`config.mk`:
```
export PLATFORM = sky130hd
export DESIGN_NAME = ctsm_top
export DESIGN_NICKNAME = d
export VERILOG_FILES = /design/src/shared/ctsm_pkg.sv /design/src/rtl/ctsm_top.sv
export SDC_FILE = /design/constraint.sdc
export NUM_CORES = 1
export LEC_CHECK = 0
export ABC_CLOCK_PERIOD_IN_PS = 2500
export BUFFER_PORTS_ARGS = -buffer_cell sky130_fd_sc_hd__buf_2
export CORE_MARGIN = 4
export CORE_UTILIZATION = 51
export CTS_BUF_LIST = sky130_fd_sc_hd__clkbuf_4
export DETAILED_ROUTE_END_ITERATION = 10
export GPL_ROUTABILITY_DRIVEN = 0
export PLACE_DENSITY = 0.83
export SYNTH_ARGS = -nofsm -noshare
export SYNTH_HDL_FRONTEND = slang
export SYNTH_SLANG_ARGS = --single-unit
```
`constraint.sdc`:
```
create_clock -name clk_i -period 2.5 [get_ports clk_i]
set_clock_uncertainty 0.2 [all_clocks]
set_input_delay 0.25 -clock clk_i [delete_from_list [all_inputs] [get_ports clk_i]]
set_output_delay 0.25 -clock clk_i [all_outputs]
set_load 0.03 [all_outputs]
```
`src/shared/ctsm_pkg.sv`:
```
`default_nettype none
package ctsm_pkg;
  // register offsets: printed offsets are not all multiples of four, so they are indices
  localparam logic [15:0] CTSM_IDX_SEL_ONE = 16'h6321;
  localparam logic [15:0] CTSM_IDX_SEL_TWO = 16'h6322;
  localparam logic [15:0] CTSM_IDX_PIN_EN = 16'h6323;
  localparam logic [15:0] CTSM_IDX_PIN_VAL = 16'h6324;
  localparam logic [15:0] CTSM_IDX_BUS_RD = 16'h6325;
  localparam logic [15:0] CTSM_IDX_SELF_TEST = 16'h6326;
  localparam logic [15:0] CTSM_IDX_REVISION = 16'h6327;
  localparam logic [15:0] CTSM_IDX_ANALOG = 16'h6328;
  localparam logic [15:0] CTSM_IDX_DAC_ONE = 16'h6329;
  localparam logic [15:0] CTSM_IDX_DAC_TWO = 16'h632a;
  localparam logic [15:0] CTSM_IDX_ADC_RD = 16'h632b;
  // field positions in test_signal_select_one
  localparam int CTSM_LM_TST_HI = 7;
  localparam int CTSM_LM_TST_LO = 6;
  localparam int CTSM_SCLK_HI = 5;
  localparam int CTSM_SCLK_LO = 4;
  localparam int CTSM_SCLK_OUT_BIT = 3;
  localparam int CTSM_TBSEL_HI = 2;
  localparam int CTSM_TBSEL_LO = 0;
  // load-modulation test codes
  localparam logic [1:0] CTSM_LM_LOW = 2'h0;
  localparam logic [1:0] CTSM_LM_HIGH = 2'h1;
  localparam logic [1:0] CTSM_LM_RSVD = 2'h2;
  localparam logic [1:0] CTSM_LM_BUS = 2'h3;
  // secure clock source codes
  localparam logic [1:0] CTSM_SCLK_OFF = 2'h0;
  localparam logic [1:0] CTSM_SCLK_OSC = 2'h1;
  localparam logic [1:0] CTSM_SCLK_CORE = 2'h2;
  localparam logic [1:0] CTSM_SCLK_RF = 2'h3;
  // reset value of every writable register
  localparam logic [7:0] CTSM_RST_VAL = 8'h00;
  // revision code, value is arbitrary
  localparam logic [7:0] CTSM_REVISION_DEF = 8'h5a;
  // test pin count
  localparam int CTSM_PINS = 7;
endpackage : ctsm_pkg
`default_nettype wire

```
`src/rtl/ctsm_top.sv`:
```
// Contract
// load-mod test code 00 drives the pin low, 01 high, 11 the selected test-bus bit, 10 reserved.
// the test code reaches the load-mod pin only while the load-mod source select is 1.
// secure clock source 00 is off, 01 oscillator, 10 core clock, 11 rf-recovered clock.
// with bit 3 and observe enable both 1 the secure clock goes to the shared transmit pin.
// bits 2..0 pick one test-bus bit, which feeds load-mod test code 11.
// test pin values form a 7-bit bus driven onto or read from the shared test pins.
// each test pin is driven from its value only while its enable bit is set.
// reading the test bus register returns the live internal test bus.
// reading the adc register returns the live receiver adc i and q values.
// registers are 8 bits, read back, read-only writes are ignored, code 10 drives low; the pin value register reads back the pin levels instead.
`timescale 1ns/100ps
`default_nettype none
module ctsm_top
  import ctsm_pkg::*;
#(
  parameter logic [7:0] REVISION = ctsm_pkg::CTSM_REVISION_DEF
)(
  // clock, reset, enable
  input wire logic clk_i,
  input wire logic rst_i,
  input wire logic ce_i,
  // wishbone classic slave
  input wire logic wb_cyc_i,
  input wire logic wb_stb_i,
  input wire logic wb_we_i,
  input wire logic [17:0] wb_adr_i,
  input wire logic [3:0] wb_sel_i,
  input wire logic [31:0] wb_dat_i,
  output logic [31:0] wb_dat_o,
  output logic wb_ack_o,
  // core context
  input wire logic load_mod_source_sel_i,
  input wire logic observe_en_i,
  input wire logic [7:0] test_bus_i,
  input wire logic [3:0] adc_i_i,
  input wire logic [3:0] adc_q_i,
  // secure clock candidates
  input wire logic osc_clk_i,
  input wire logic core_clk_i,
  input wire logic rf_clk_i,
  // outputs
  output logic load_mod_pin_o,
  output logic secure_clk_o,
  output logic shared_port_transmit_pin_o,
  output logic shared_port_transmit_pin_oe_o,
  // test pins
  input wire logic [ctsm_pkg::CTSM_PINS-1:0] test_pin_i,
  output logic [ctsm_pkg::CTSM_PINS-1:0] test_pin_o,
  output logic [ctsm_pkg::CTSM_PINS-1:0] test_pin_oe_o,
  // analogue test controls
  output logic [7:0] self_test_ctrl_o,
  output logic [7:0] analog_ctrl_o,
  output logic [7:0] dac_one_o,
  output logic [7:0] dac_two_o,
  output logic [7:0] sel_two_o
);
  import ctsm_pkg::*;

  logic [7:0] sel_one_reg;
  logic [7:0] sel_two_reg;
  logic [7:0] pin_en_reg;
  logic [7:0] pin_val_reg;
  logic [7:0] self_test_reg;
  logic [7:0] analog_reg;
  logic [7:0] dac_one_reg;
  logic [7:0] dac_two_reg;
  logic [15:0] idx;
  logic req;
  logic wr;
  logic [7:0] rd_next;
  logic lm_next;
  logic sclk_next;
  logic tb_bit;

  // word index: byte address divided by four
  assign idx = wb_adr_i[17:2];
  assign req = wb_cyc_i && wb_stb_i && !wb_ack_o;
  assign wr = req && wb_we_i && wb_sel_i[0];

  // writable registers; read-only indices are not decoded here so writes drop
  always_ff @(posedge clk_i)
  begin
    if (rst_i)
    begin
      sel_one_reg <= CTSM_RST_VAL;
      sel_two_reg <= CTSM_RST_VAL;
      pin_en_reg <= CTSM_RST_VAL;
      pin_val_reg <= CTSM_RST_VAL;
      self_test_reg <= CTSM_RST_VAL;
      analog_reg <= CTSM_RST_VAL;
      dac_one_reg <= CTSM_RST_VAL;
      dac_two_reg <= CTSM_RST_VAL;
    end
    else if (ce_i && wr)
    begin
      if (idx == CTSM_IDX_SEL_ONE)
        sel_one_reg <= wb_dat_i[7:0];
      else if (idx == CTSM_IDX_SEL_TWO)
        sel_two_reg <= wb_dat_i[7:0];
      else if (idx == CTSM_IDX_PIN_EN)
        pin_en_reg <= wb_dat_i[7:0];
      else if (idx == CTSM_IDX_PIN_VAL)
        pin_val_reg <= wb_dat_i[7:0];
      else if (idx == CTSM_IDX_SELF_TEST)
        self_test_reg <= wb_dat_i[7:0];
      else if (idx == CTSM_IDX_ANALOG)
        analog_reg <= wb_dat_i[7:0];
      else if (idx == CTSM_IDX_DAC_ONE)
        dac_one_reg <= wb_dat_i[7:0];
      else if (idx == CTSM_IDX_DAC_TWO)
        dac_two_reg <= wb_dat_i[7:0];
    end
  end

  // read mux; live status is sampled at the ack edge
  always_comb
  begin
    rd_next = 8'h00;
    if (idx == CTSM_IDX_SEL_ONE)
      rd_next = sel_one_reg;
    else if (idx == CTSM_IDX_SEL_TWO)
      rd_next = sel_two_reg;
    else if (idx == CTSM_IDX_PIN_EN)
      rd_next = pin_en_reg;
    else if (idx == CTSM_IDX_PIN_VAL)
      rd_next = {1'b0, test_pin_i}; // pin levels; see
    else if (idx == CTSM_IDX_BUS_RD)
      rd_next = test_bus_i;
    else if (idx == CTSM_IDX_SELF_TEST)
      rd_next = self_test_reg;
    else if (idx == CTSM_IDX_REVISION)
      rd_next = REVISION;
    else if (idx == CTSM_IDX_ANALOG)
      rd_next = analog_reg;
    else if (idx == CTSM_IDX_DAC_ONE)
      rd_next = dac_one_reg;
    else if (idx == CTSM_IDX_DAC_TWO)
      rd_next = dac_two_reg;
    else if (idx == CTSM_IDX_ADC_RD)
      rd_next = {adc_i_i, adc_q_i};
  end

  // one-wait-state ack; unmapped reads give zero and still ack
  always_ff @(posedge clk_i)
  begin
    if (rst_i)
    begin
      wb_ack_o <= 1'b0;
      wb_dat_o <= 32'h0000_0000;
    end
    else if (ce_i)
    begin
      wb_ack_o <= req;
      if (req && !wb_we_i)
        wb_dat_o <= {24'h00_0000, rd_next};
    end
  end

  // test-bus bit pick
  assign tb_bit = test_bus_i[sel_one_reg[CTSM_TBSEL_HI:CTSM_TBSEL_LO]];

  // load-mod pin source
  always_comb
  begin
    lm_next = 1'b0;
    if (load_mod_source_sel_i)
    begin
      case (sel_one_reg[CTSM_LM_TST_HI:CTSM_LM_TST_LO])
        CTSM_LM_LOW: lm_next = 1'b0;
        CTSM_LM_HIGH: lm_next = 1'b1;
        CTSM_LM_BUS: lm_next = tb_bit;
        default: lm_next = 1'b0; // reserved code held low; see
      endcase
    end
  end

  // secure clock selection; registered, so output toggles at most at clk_i/2
  always_comb
  begin
    case (sel_one_reg[CTSM_SCLK_HI:CTSM_SCLK_LO])
      CTSM_SCLK_OFF: sclk_next = 1'b0;
      CTSM_SCLK_OSC: sclk_next = osc_clk_i;
      CTSM_SCLK_CORE: sclk_next = core_clk_i;
      default: sclk_next = rf_clk_i;
    endcase
  end

  // pin drive flops
  always_ff @(posedge clk_i)
  begin
    if (rst_i)
    begin
      load_mod_pin_o <= 1'b0;
      secure_clk_o <= 1'b0;
      shared_port_transmit_pin_o <= 1'b0;
      shared_port_transmit_pin_oe_o <= 1'b0;
      test_pin_o <= '0;
      test_pin_oe_o <= '0;
    end
    else if (ce_i)
    begin
      load_mod_pin_o <= lm_next;
      secure_clk_o <= sclk_next;
      shared_port_transmit_pin_o <= sclk_next;
      shared_port_transmit_pin_oe_o <= sel_one_reg[CTSM_SCLK_OUT_BIT] && observe_en_i;
      test_pin_o <= pin_val_reg[CTSM_PINS-1:0];
      test_pin_oe_o <= pin_en_reg[CTSM_PINS-1:0];
    end
  end

  // control outputs straight from registers
  assign self_test_ctrl_o = self_test_reg;
  assign analog_ctrl_o = analog_reg;
  assign dac_one_o = dac_one_reg;
  assign dac_two_o = dac_two_reg;
  assign sel_two_o = sel_two_reg;
endmodule : ctsm_top
`default_nettype wire

```
# --- After elaboration in Yosys (flattened, before gate mapping) ---
# Cells that the tools add are included.
op_classes:
  n_mux: 16
  n_eq_ne: 15
  reduce_logical: 19
  bitwise_logic: 7
  order_cmp: 1
op_table:
  columns: ["cell", "n"]
  rows:
  - ["$eq A16 B15 Y1 const B", 11]
  - ["$mux W8", 11]
  - ["$reduce_and A9 Y1", 1]
  - ["$reduce_and A8 Y1", 1]
  - ["$logic_and A1 B1 Y1", 7]
  - ["$not A1 Y1", 7]
  - ["$reduce_and A7 Y1", 1]
  - ["$reduce_and A6 Y1", 1]
  - ["$reduce_and A5 Y1", 1]
  - ["$eq A2 B1 Y1 const B", 2]
  - ["$eq A2 B2 Y1 const B", 2]
  - ["$lt A3 B4 Y1 const B", 1]
  - ["$reduce_and A2 Y1", 2]
  - ["$reduce_and A4 Y1", 1]
  - ["$bmux W1 S3", 1]
  - ["$pmux W1 S3", 1]
  - ["$reduce_and A3 Y1", 1]
  - ["$logic_not A1 Y1", 2]
  - ["$logic_not A2 Y1", 1]
  - ["$mux W1", 2]
  - ["$pmux W1 S2", 1]
word_totals:
  elab_cells: 73
  register_bits: 89
  in_bits: 88

# --- Longest topological paths before layout ---
# Gate-level depths: netlist (run 1).
logic_depth:
  depth_word: 12
  depth_mapped: 8

# --- Worst setup path before layout (run 1) ---
# Ideal clock, no wire load.
synth_timing:
  kind: "reg-to-reg"
  startpoint: "reg wb_ack_o"
  endpoint: "reg sel_two_reg[3] (netlist: sel_two_o[3])"
  setup_ns: 0.128
  synth_period_minus_slack_ns: 1.993
  stages_incl_launch_ff: 7
  slack_ns: 0.507
  arrival_ns: 1.666
  path_buffers: 1
  required_time_ns: 2.172
  cell_sequence: "dfxtp_1 > nand4b_1 > or2_2 > clkbuf_1 > nor2_4 > mux2i_1 > nor2_1"
synth_via:
  elab_chain_cells: 6
synth_lines:
  columns: ["element", "line_no", "text"]
  rows:
  - ["start: declaration", "ctsm_top.sv:31", "output logic wb_ack_o,"]
  - ["start signal: assignment", "ctsm_top.sv:154", "wb_ack_o <= req;"]
  - ["$logic_not A1 Y1", "ctsm_top.sv:78", "assign req = wb_cyc_i && wb_stb_i && !wb_ack_o;"]
  - ["$logic_and A1 B1 Y1", "ctsm_top.sv:78", null]
  - ["$logic_and A1 B1 Y1 (2 in series)", "ctsm_top.sv:79", "assign wr = req && wb_we_i && wb_sel_i[0];"]
  - ["$logic_and A1 B1 Y1", "ctsm_top.sv:95", "else if (ce_i && wr)"]
  - ["$reduce_and A3 Y1 (no source line)", null, null]
  - ["end signal: assignment", "ctsm_top.sv:100", "sel_two_reg <= wb_dat_i[7:0];"]
  - ["end: declaration", "ctsm_top.sv:61", "logic [7:0] sel_two_reg;"]
# Every way passes these cells.
# A chain may end at the register's enable or synchronous reset.

# --- Worst setup path after layout (run 1) ---
layout_timing:
  startpoint: "reg wb_ack_o"
  endpoint: "reg self_test_reg[0] (netlist: self_test_ctrl_o[0])"
layout_via:
  elab_chain_cells: 6
layout_lines:
  columns: ["element", "line_no", "text"]
  rows:
  - ["$logic_not A1 Y1", "ctsm_top.sv:78", null]
  - ["$logic_and A1 B1 Y1", "ctsm_top.sv:78", null]
  - ["$logic_and A1 B1 Y1 (2 in series)", "ctsm_top.sv:79", null]
  - ["$logic_and A1 B1 Y1", "ctsm_top.sv:95", null]
  - ["$reduce_and A6 Y1 (no source line)", null, null]
  - ["end signal: assignment", "ctsm_top.sv:106", "self_test_reg <= wb_dat_i[7:0];"]
  - ["end: declaration", "ctsm_top.sv:64", "logic [7:0] self_test_reg;"]
# Every way passes these cells.

==> results of run 1 <==
==> cell type report <==
class	count	area [µm²]	area share, %
Clock buffer	11	82.6	1.54
Clock inverter	4	30.0	0.561
Timing Repair Buffer	149	846	15.8
Multi-Input combinational cell	353	2460	46.0
Sequential cell	89	1780	33.3
Tap cell	108	135	2.52
Inverter	5	18.8	0.350
==> cells by family (layout without fill, tap and decap cells) <==
family	count (synthesis)	in the layout	synth area share, %
and+or+nand+nor	167	167	19.6
AOI/OAI and AO/OA	67	67	10.2
muxes	95	95	22.5
buffers and inverters	67	169	8.29
other	1	24	0.0828
DFF	89	89	39.3
==> per-stage QoR <==
step                      power (µW)  cells
after global placement          1740    693
after floorplan                 1670    509
after CTS                       2450    719
after detailed placement        1740    693
final                           2470    719
after global routing            2550    719
==> synthesized netlist by cell type (3+ instances only) <==
cell type  count  share of area [%]
o22ai_1        7               0.97
and3_1         3               0.41
nand4_2        5                1.4
nor2_4         3               0.75
nand4_1        8                1.1
mux4_2         5                2.5
dfxtp_1       89                 39
a21oi_1       12                1.3
buf_1          3               0.25
o31ai_1        4               0.66
a22oi_1        8                1.3
o221ai_1       3               0.58
inv_1          5               0.41
clkbuf_1      22                1.8
buf_4         26                4.3
nor2b_1        8                1.1
nor2_1        91                7.5
o211ai_1       3               0.50
or2_2          3               0.41
nor3_1         5               0.55
nand2_1       15                1.2
buf_2          9               0.99
mux2_2         5                1.2
nand2b_1       6               0.83
a22o_1         3               0.58
o21ai_0       11                1.2
mux2i_1       85                 19
nand3_1        4               0.44
==> routing by layer <==
| metal | track usage, % | part of all wire [%] |
|---|---|---|
| met1 | 34.1 | 41 |
| met3 | 5.60 | 8.6 |
| met2 | 40.5 | 48 |
| met5 | 0 | 0 |
| met4 | 10.3 | 3.0 |
==> path summary, 6_finish.rpt <==
kind	slack (ps)	end
worst max-delay path	330	self_test_ctrl_o[0]$_SDFFE_PP0P_
worst max register to register	330	self_test_ctrl_o[0]$_SDFFE_PP0P_
worst min register to register	280	wb_dat_o[5]$_SDFFE_PP0P_
worst min-delay path	20	shared_port_transmit_pin_o$_SDFFE_PP0P_
==> timing repair <==
action	in CTS	in global routing
gates resized for setup	0	1
setup endpoints to repair	0	5
endpoints found under the hold margin	37	0
hold buffers	11	0
==> worst min-delay path, stage by stage <==
cell,delay (ps)
buf_2,70
a21oi_1,50
a21oi_1,110
mux2i_1,80
nor2_1,80
==> power by group through the flow <==
stage	clock [µW]	sequential, µW	combinational [µW]
floorplan	0	1460	218
global placement	0	1450	287
detailed placement	0	1450	292
CTS	726	1420	306
global route	795	1420	333
finish	736	1420	313
==> cell usage in the layout, fill, tap and decap left out, types with 4 or more instances in the layout <==
master | Yosys | layout
buf_2 | 9 | 125
nor2_1 | 91 | 90
dfxtp_1 | 89 | 89
mux2i_1 | 85 | 85
conb_1 | 1 | 24
nand2_1 | 15 | 15
a21oi_1 | 12 | 12
buf_4 | 26 | 12
o21ai_0 | 11 | 11
clkbuf_4 | 0 | 11
dlygate4sd3_1 | 0 | 11
nor2b_1 | 8 | 8
nand4_1 | 8 | 8
a22oi_1 | 8 | 8
o22ai_1 | 7 | 7
nand2b_1 | 6 | 6
inv_1 | 5 | 5
mux2_2 | 5 | 5
nor3_1 | 5 | 5
mux4_2 | 5 | 5
nand4_2 | 5 | 5
o31ai_1 | 4 | 4
nand3_1 | 4 | 4
==> results_dict.tcl, run 1 <==
set metrics [dict create \
    outcome "completed" \
    crit_type "register to register" \
    ir_worst_vdd_v 0.000319 \
    fillers 763 \
    r2r_start "wb_ack_o$_SDFFE_PP0P_" \
    async_reset_ff_share_pct 0 \
    cp_data_required_time_ps 2640 \
    dr.pass1.iters 5 \
    antenna_found_initial 0 \
    grt-ovfl-total 0 \
    drc 0 \
    critPathMaxFanout 8 \
    place_area_um2 5130 \
    ioPinCount 179 \
    drive_above_1_share_pct 30.0 \
    rsz0062_at_grt "no" \
    die_y_um 102 \
    clkPwrFrac_pct 29.8 \
    grt_pass1_vias 3900 \
    critical_path_buf_inv_count 0 \
    max_stage_delay_ps 430 \
    synth_cell_types 54 \
    final_area_um2 5360 \
    fin_tns_setup_ps 0 \
    yosys_warnings 0 \
    h-tree-depth 3 \
    grt_use_total_pct 25.6 \
    critPathTopFamily "simple AND/OR/NAND/NOR gates" \
    grt_max_degree 45 \
    whs_path_depth 5 \
    numClockSinks 89 \
    swShare_pct 28.9 \
    leakage_uw 0.00261 \
    setup_slack_ps 330 \
    power.density_nw_per_um2 461 \
    clk_latency_ps 450 \
    layout_min_cycle_time_ps 2170 \
    cts_inserted_buffers 9 \
    netlist_area_um2 4530 \
    switchingPower_uw 715 \
    ys_ff_latch 89 \
    setup_violations 0 \
    hold_viol_final 0 \
    synth_ff_type "dfxtp_1" \
    clockBufferDepth 2 \
    pwr-share-seq_pct 57.5 \
    n_antenna_cell 0 \
    crit_path_start "wb_ack_o$_SDFFE_PP0P_" \
    drt_iter0_drc 379 \
    ant_nets 0 \
    clk_pin_slew_ps 130 \
    intPower_uw 1760 \
    crit_chain "nand4b_1 > nor2_2 > nand4_2 > mux2i_1 > nor2_1" \
    p_comb_share_pct 12.7 \
    fin_crit_sh_pct 86.8 \
    worst_path_max_delay_cell "nor2_2" \
    grt_first_pass_wirelength_mm 20.6 \
    portBuffers 125 \
    place_ws_ps 153 \
    worstSetupPathDepth 5 \
    wl_mm 13.3 \
    synth_edf_count 0 \
    die_x_um 102 \
    crit_path_end_kind "register" \
    rows 34 \
    initial_core_util_pct 52.2 \
    dp_hpwl_mm 9.96 \
    coreArea_um2 8680 \
    fp.dieArea_um2 10500 \
    hold_class "input port to register" \
    ys_seq_area_share_pct 39.3 \
    tightest_slew_ps 693 \
    relSlewSlack_pct 53.6 \
    synthCells 486 \
    wl_per_cell_um 18.5 \
    finalNetCount 695 \
    cts_tree "built" \
    fin_worst_hold_slack_ps 22.4 \
    worst-endpoint-arrival_ps 2310 \
    r2r_cells 5 \
    cap_violations 0 \
    cts_setup_buffers 0 \
    utilization_pct 61.7 \
    num_vias 4191 \
    cts-root-buf "clkbuf_4" \
    cp-start-kind "register" \
    clock.fmax_ghz 0.461 \
    min-delay-start "core_clk_i" \
    viasPerCell 5.83 \
    slew_viol_final 0 \
    synth.avg_cell_area_um2 9.32 \
    synthToLayoutAreaGrowth_pct 18.2 \
]
Note: power is estimated with default switching activity, not from simulation.
==> run 2, diff against run 1 <==
Settings changed: ABC_AREA set to 1.
==> run 2 against run 1 <==
Against the previous run:
- utilization rose by 1.6 points
- sequential share of layout area fell by 1.6 points
- final area rose by 5.1%
==> results_dict.tcl, run 2 <==
set metrics [dict create \
    outcome "completed" \
    grt-ovfl-total 0 \
    place_area_um2 5360 \
    antenna_found_initial 0 \
    ys_seq_area_share_pct 37.6 \
    pwr-share-seq_pct 56.1 \
    viasPerCell 5.39 \
    cts-root-buf "clkbuf_4" \
    fillers 782 \
    dp_hpwl_mm 10.7 \
    critPathMaxFanout 14 \
    final_common_cell "buf_2" \
    drt_iter0_drc 444 \
    cp_data_required_time_ps 2670 \
    ioPinCount 179 \
    switchingPower_uw 734 \
    synth_top_family_by_area "compound AO/OA/AOI/OAI gates" \
    grt_most_used_layer "met2" \
    hold_class "input port to register" \
    drive_above_1_share_pct 27.3 \
    synthCells 657 \
    numClockSinks 89 \
    synth.avg_cell_area_um2 7.20 \
    utilization_pct 63.3 \
    initial_core_util_pct 53.2 \
    grt_use_total_pct 24.8 \
    synthTopCellsByArea "dfxtp_1 38%, a21oi_1 8.5%, o21ai_0 7.8%, nand2_1 7.3%, inv_1 6.0%" \
    drc 0 \
    final_cell_mix "125 x buf_2, 92 x nand2_1, 89 x dfxtp_1" \
    slew_viol_final 0 \
    n_antenna_cell 0 \
    die_x_um 104 \
    cts_inserted_buffers 9 \
    power.density_nw_per_um2 456 \
    wl_per_cell_um 15.3 \
    synthToLayoutAreaGrowth_pct 19.0 \
    synth_compound_area_share_pct 24.6 \
    cts_resized 0 \
    synth_cell_types 39 \
    synth_most_common_cell "nand2_1" \
    clkPwrFrac_pct 31.5 \
    cp-start-kind "input port" \
    leakage_uw 0.00266 \
    netlist_area_um2 4730 \
    yosys_warnings 0 \
    grt_max_degree 44 \
    use_met3_pct 5.83 \
    grt_use_met2_pct 41.6 \
    final_cell_count_no_fill 904 \
    cts_tree "built" \
    layout_min_cycle_time_ps 2100 \
    synth_fa_ha_area_share_pct 0 \
    die_y_um 104 \
    r2r_cells 7 \
    hold_viol_final 0 \
    wl_mm 13.8 \
    gr-usage-met1_pct 31.5 \
    crit_path_end_kind "register" \
    synth_ff_type "dfxtp_1" \
    h-tree-depth 3 \
    ys_ff_latch 89 \
    p_comb_share_pct 12.4 \
    ant_nets 0 \
    cts_setup_buffers 0 \
    cap_violations 0 \
    rsz0062_at_grt "no" \
    whs_path_depth 7 \
    clock.fmax_ghz 0.476 \
    relSlewSlack_pct 56.5 \
    yosysTopAreaCell "dfxtp_1" \
    fin_crit_sh_pct 84.0 \
    clk_pin_slew_ps 140 \
    crit_type "input port to register" \
    grt_first_pass_wirelength_mm 22.2 \
    setup_violations 0 \
    dr.pass1.iters 5 \
    synth_edf_count 0 \
    intPower_uw 1830 \
    ir_worst_vdd_v 0.000317 \
    fp.dieArea_um2 10900 \
    async_reset_ff_share_pct 0 \
    synth_simple_gate_area_share_pct 24.0 \
    portBuffers 125 \
    clk_latency_ps 440 \
    clockBufferDepth 2 \
    grt_pass1_vias 4728 \
    tightest_slew_ps 652 \
    swShare_pct 28.6 \
    synthMuxAreaShare_pct 0 \
    final_area_um2 5630 \
    synth_commonest_cells "92 x nand2_1, 89 x dfxtp_1, 80 x a21oi_1" \
    synth_top_area_share_pct 37.6 \
    synth_xor_area_share_pct 0 \
    power_uw 2570 \
    rows 34 \
    worst-endpoint-arrival_ps 2270 \
    finalNetCount 880 \
    coreArea_um2 8890 \
    num_vias 4874 \
    fin_tns_setup_ps 0 \
    place_inst 875 \
]
run 2: routing by layer:
layer | vias up | part of all wire [%]
li1 | 2378 | -
met1 | 2213 | 40
met2 | 256 | 48
met3 | 27 | 10
met4 | 0 | 2.2
met5 | - | 0
run 2: worst max-delay path: stages:
cell and delay, ps:
dlygate4sd3_1 520, buf_2 230, nand4_1 200, nor2_4 160, nand2_4 90, nor2_2 520
nor2_1 130, a211oi_2 160
run 2: power by group through the flow:
stage | combinational, µW | sequential (µW) | clock [µW]
2_1_floorplan | 184 | 1500 | 0
3_3_place_gp | 293 | 1470 | 0
3_5_place_dp | 297 | 1470 | 0
4_1_cts | 314 | 1440 | 812
5_1_grt | 341 | 1440 | 875
6_report | 318 | 1440 | 808
run 2: cell type report:
cell class / count / area [µm²] / share of cell area [%]
multi-input cells: 452 / 2390 / 42.4
clock inverters: 6 / 67.6 / 1.20
repair buffers: 147 / 838 / 14.9
well taps: 108 / 135 / 2.40
flip-flops and latches: 89 / 1780 / 31.6
inverters: 93 / 353 / 6.27
clock buffers: 9 / 67.6 / 1.20
run 2: worst paths after layout:
kind                                            startpoint                     endpoint  slack [ps]
worst max-delay path                                  ce_i  pin_val_reg[2]$_SDFFE_PP0P_         400
worst min-delay path                         test_pin_i[1]     wb_dat_o[1]$_SDFFE_PP0P_          80
worst max register to register       wb_ack_o$_SDFFE_PP0P_  pin_val_reg[2]$_SDFFE_PP0P_         460
worst min register to register  pin_en_reg[7]$_SDFFE_PP0P_   pin_en_reg[7]$_SDFFE_PP0P_         270
run 2: per-stage QoR:
stage               setup slack, ps  hold slack (ps)
floorplan                       584              210
global placement                301              234
detailed placement              210              249
CTS                             390             64.3
global route                    313              113
finish                          400             77.9
run 2: kinds of logic (layout without fill, tap and decap cells):
logic type      Yosys count  after routing
compound gates          199            199
buf+inv                 139            255
simple gates            229            229
flops                    89             89
other cells               1             24
run 2: timing repair:
action / in CTS / in global routing
hold buffers: 14 / 0
endpoints found under the setup margin: 0 / 0
hold endpoints to repair: 23 / 0
==> run 3, diff against run 2 <==
Settings changed: ABC_CLOCK_PERIOD_IN_PS 2500 to 2200.
Clock period 2.5 ns to 2.2 ns, I/O delays scaled along.
==> run 3 against run 2 <==
Against the previous run:
- routed wire length up 3.1%
- global-route usage is 1.2 points higher
- combinational power up 15%
- worst setup slack worse by 180 ps
- clock-buffer cell count increased by 1
- critical endpoint is now sel_one_reg[5]$_SDFFE_PP0P_
- flip-flop and latch count stayed put
- first-iteration DRC count decreased by 7.7%
- critical path type unchanged
==> results_dict.tcl, run 3 (synthesis results as in run 2) <==
set metrics [dict create \
    fillers 778 \
    portBuffers 125 \
    leakage_uw 0.00267 \
    power.density_nw_per_um2 509 \
    met3_wirelength_mm 1.29 \
    coreArea_um2 8890 \
    route.met2.wl_mm 6.73 \
    critPathMaxFanout 14 \
    cap_violations 0 \
    fin_crit_sh_pct 90.1 \
    antenna_found_initial 0 \
    power_uw 2880 \
    cp-start-kind "input port" \
    setup_violations 0 \
    worst-endpoint-arrival_ps 2120 \
    cts-root-buf "clkbuf_4" \
    place_area_um2 5380 \
    multi_input_area_um2 2400 \
    clockBufferDepth 2 \
    top_layer_used "met4" \
    dr.pass1.iters 6 \
    relSlewSlack_pct 64.6 \
    switchingPower_uw 880 \
    drive_above_1_share_pct 27.6 \
    grt_use_total_pct 26.1 \
    outcome "completed" \
    p_comb_share_pct 12.7 \
    slew_viol_final 0 \
    n_antenna_cell 0 \
    rows 34 \
    die_x_um 104 \
    hold_class "input port to register" \
    clk_pin_slew_ps 160 \
    fp.dieArea_um2 10900 \
    cp_data_required_time_ps 2340 \
    met1_length_mm 5.81 \
    crit_type "input port to register" \
    die_y_um 104 \
    clock.fmax_ghz 0.505 \
    drt_iter0_drc 410 \
    layout_min_cycle_time_ps 1980 \
    grt-ovfl-total 0 \
    clkPwrFrac_pct 30.4 \
    final_common_cell "buf_2" \
    synthToLayoutAreaGrowth_pct 19.6 \
    wl_mm 14.3 \
    viasPerCell 5.48 \
    finalNetCount 884 \
    final_area_um2 5660 \
    h-tree-depth 3 \
    cts_tree "built" \
    dp_hpwl_mm 11.0 \
    ff_latch_area_um2 1780 \
    ir_worst_vdd_v 0.000280 \
    final_cell_mix "125 x buf_2, 92 x nand2_1, 89 x dfxtp_1" \
    grt_max_degree 44 \
    pwr-share-seq_pct 56.9 \
    swShare_pct 30.6 \
    grt_first_pass_wirelength_mm 23.2 \
    drc 0 \
    rsz0062_at_grt "no" \
    cts_inserted_buffers 9 \
    grt_pass1_vias 4812 \
    whs_path_depth 4 \
    num_vias 4981 \
    wl_per_cell_um 15.7 \
    numClockSinks 89 \
    ioPinCount 179 \
    r2r_cells 7 \
    initial_core_util_pct 53.2 \
    intPower_uw 2000 \
    ant_nets 0 \
    clk_latency_ps 440 \
    crit_path_end_kind "register" \
    fin_tns_setup_ps 0 \
    hold_viol_final 0 \
    tightest_slew_ps 531 \
]
[run 3: routing by layer]
metal,global-route usage [%],vias to the layer above
met5,0,-
met4,10.3,0
met3,5.96,43
met2,43.4,268
met1,32.6,2275
li1,-,2395
[run 3: final timing paths]
| check | start | endpoint | slack (ps) |
|---|---|---|---|
| hold / removal | wb_we_i | wb_dat_o[6]$_SDFFE_PP0P_ | 40 |
| setup reg to reg | wb_ack_o$_SDFFE_PP0P_ | sel_one_reg[5]$_SDFFE_PP0P_ | 310 |
| setup / recovery | wb_stb_i | sel_one_reg[5]$_SDFFE_PP0P_ | 220 |
| hold reg to reg | wb_dat_o[7]$_SDFFE_PP0P_ | wb_dat_o[7]$_SDFFE_PP0P_ | 270 |
[run 3: critical path, stage by stage]
cell	delay, ps
dlygate4sd3_1	530
buf_2	100
nand2_1	60
nor2_1	140
nand4_1	190
buf_4	230
nor2_2	170
inv_1	190
o21ai_0	220
a21oi_1	60
[run 3: layout make-up]
cell class	count	area share (%)
tap	108	2.39
inverter	93	6.23
timing repair buffer	151	15.4
clock inverter	6	0.862
multi-input combinational	452	42.3
sequential	89	31.5
clock buffer	10	1.33
[run 3: through the flow]
step / hold WS (ps) / worst slack [ps] / util, % / cells
finish: 44.4 / 219 / 63.7 / 909
global route: 74.3 / 22.8 / 63.7 / 909
CTS: 30.8 / 47.9 / 63.6 / 909
detailed placement: 244 / -98.6 / 60.5 / 878
global placement: 235 / 43.1 / 60.5 / 878
floorplan: 180 / 284 / - / 680
[run 3: repair_timing]
item,in CTS,in global routing
buffers inserted,0,0
resized for setup,0,2
hold buffers,15,0
setup endpoints to repair,0,12
hold endpoints to repair,37,0
[run 3: power groups by stage]
stage | clock, µW | combinational, µW | sequential (µW)
2_1_floorplan | 0 | 209 | 1710
3_3_place_gp | 0 | 335 | 1670
3_5_place_dp | 0 | 342 | 1670
4_1_cts | 875 | 362 | 1640
5_1_grt | 947 | 395 | 1640
6_report | 875 | 367 | 1640
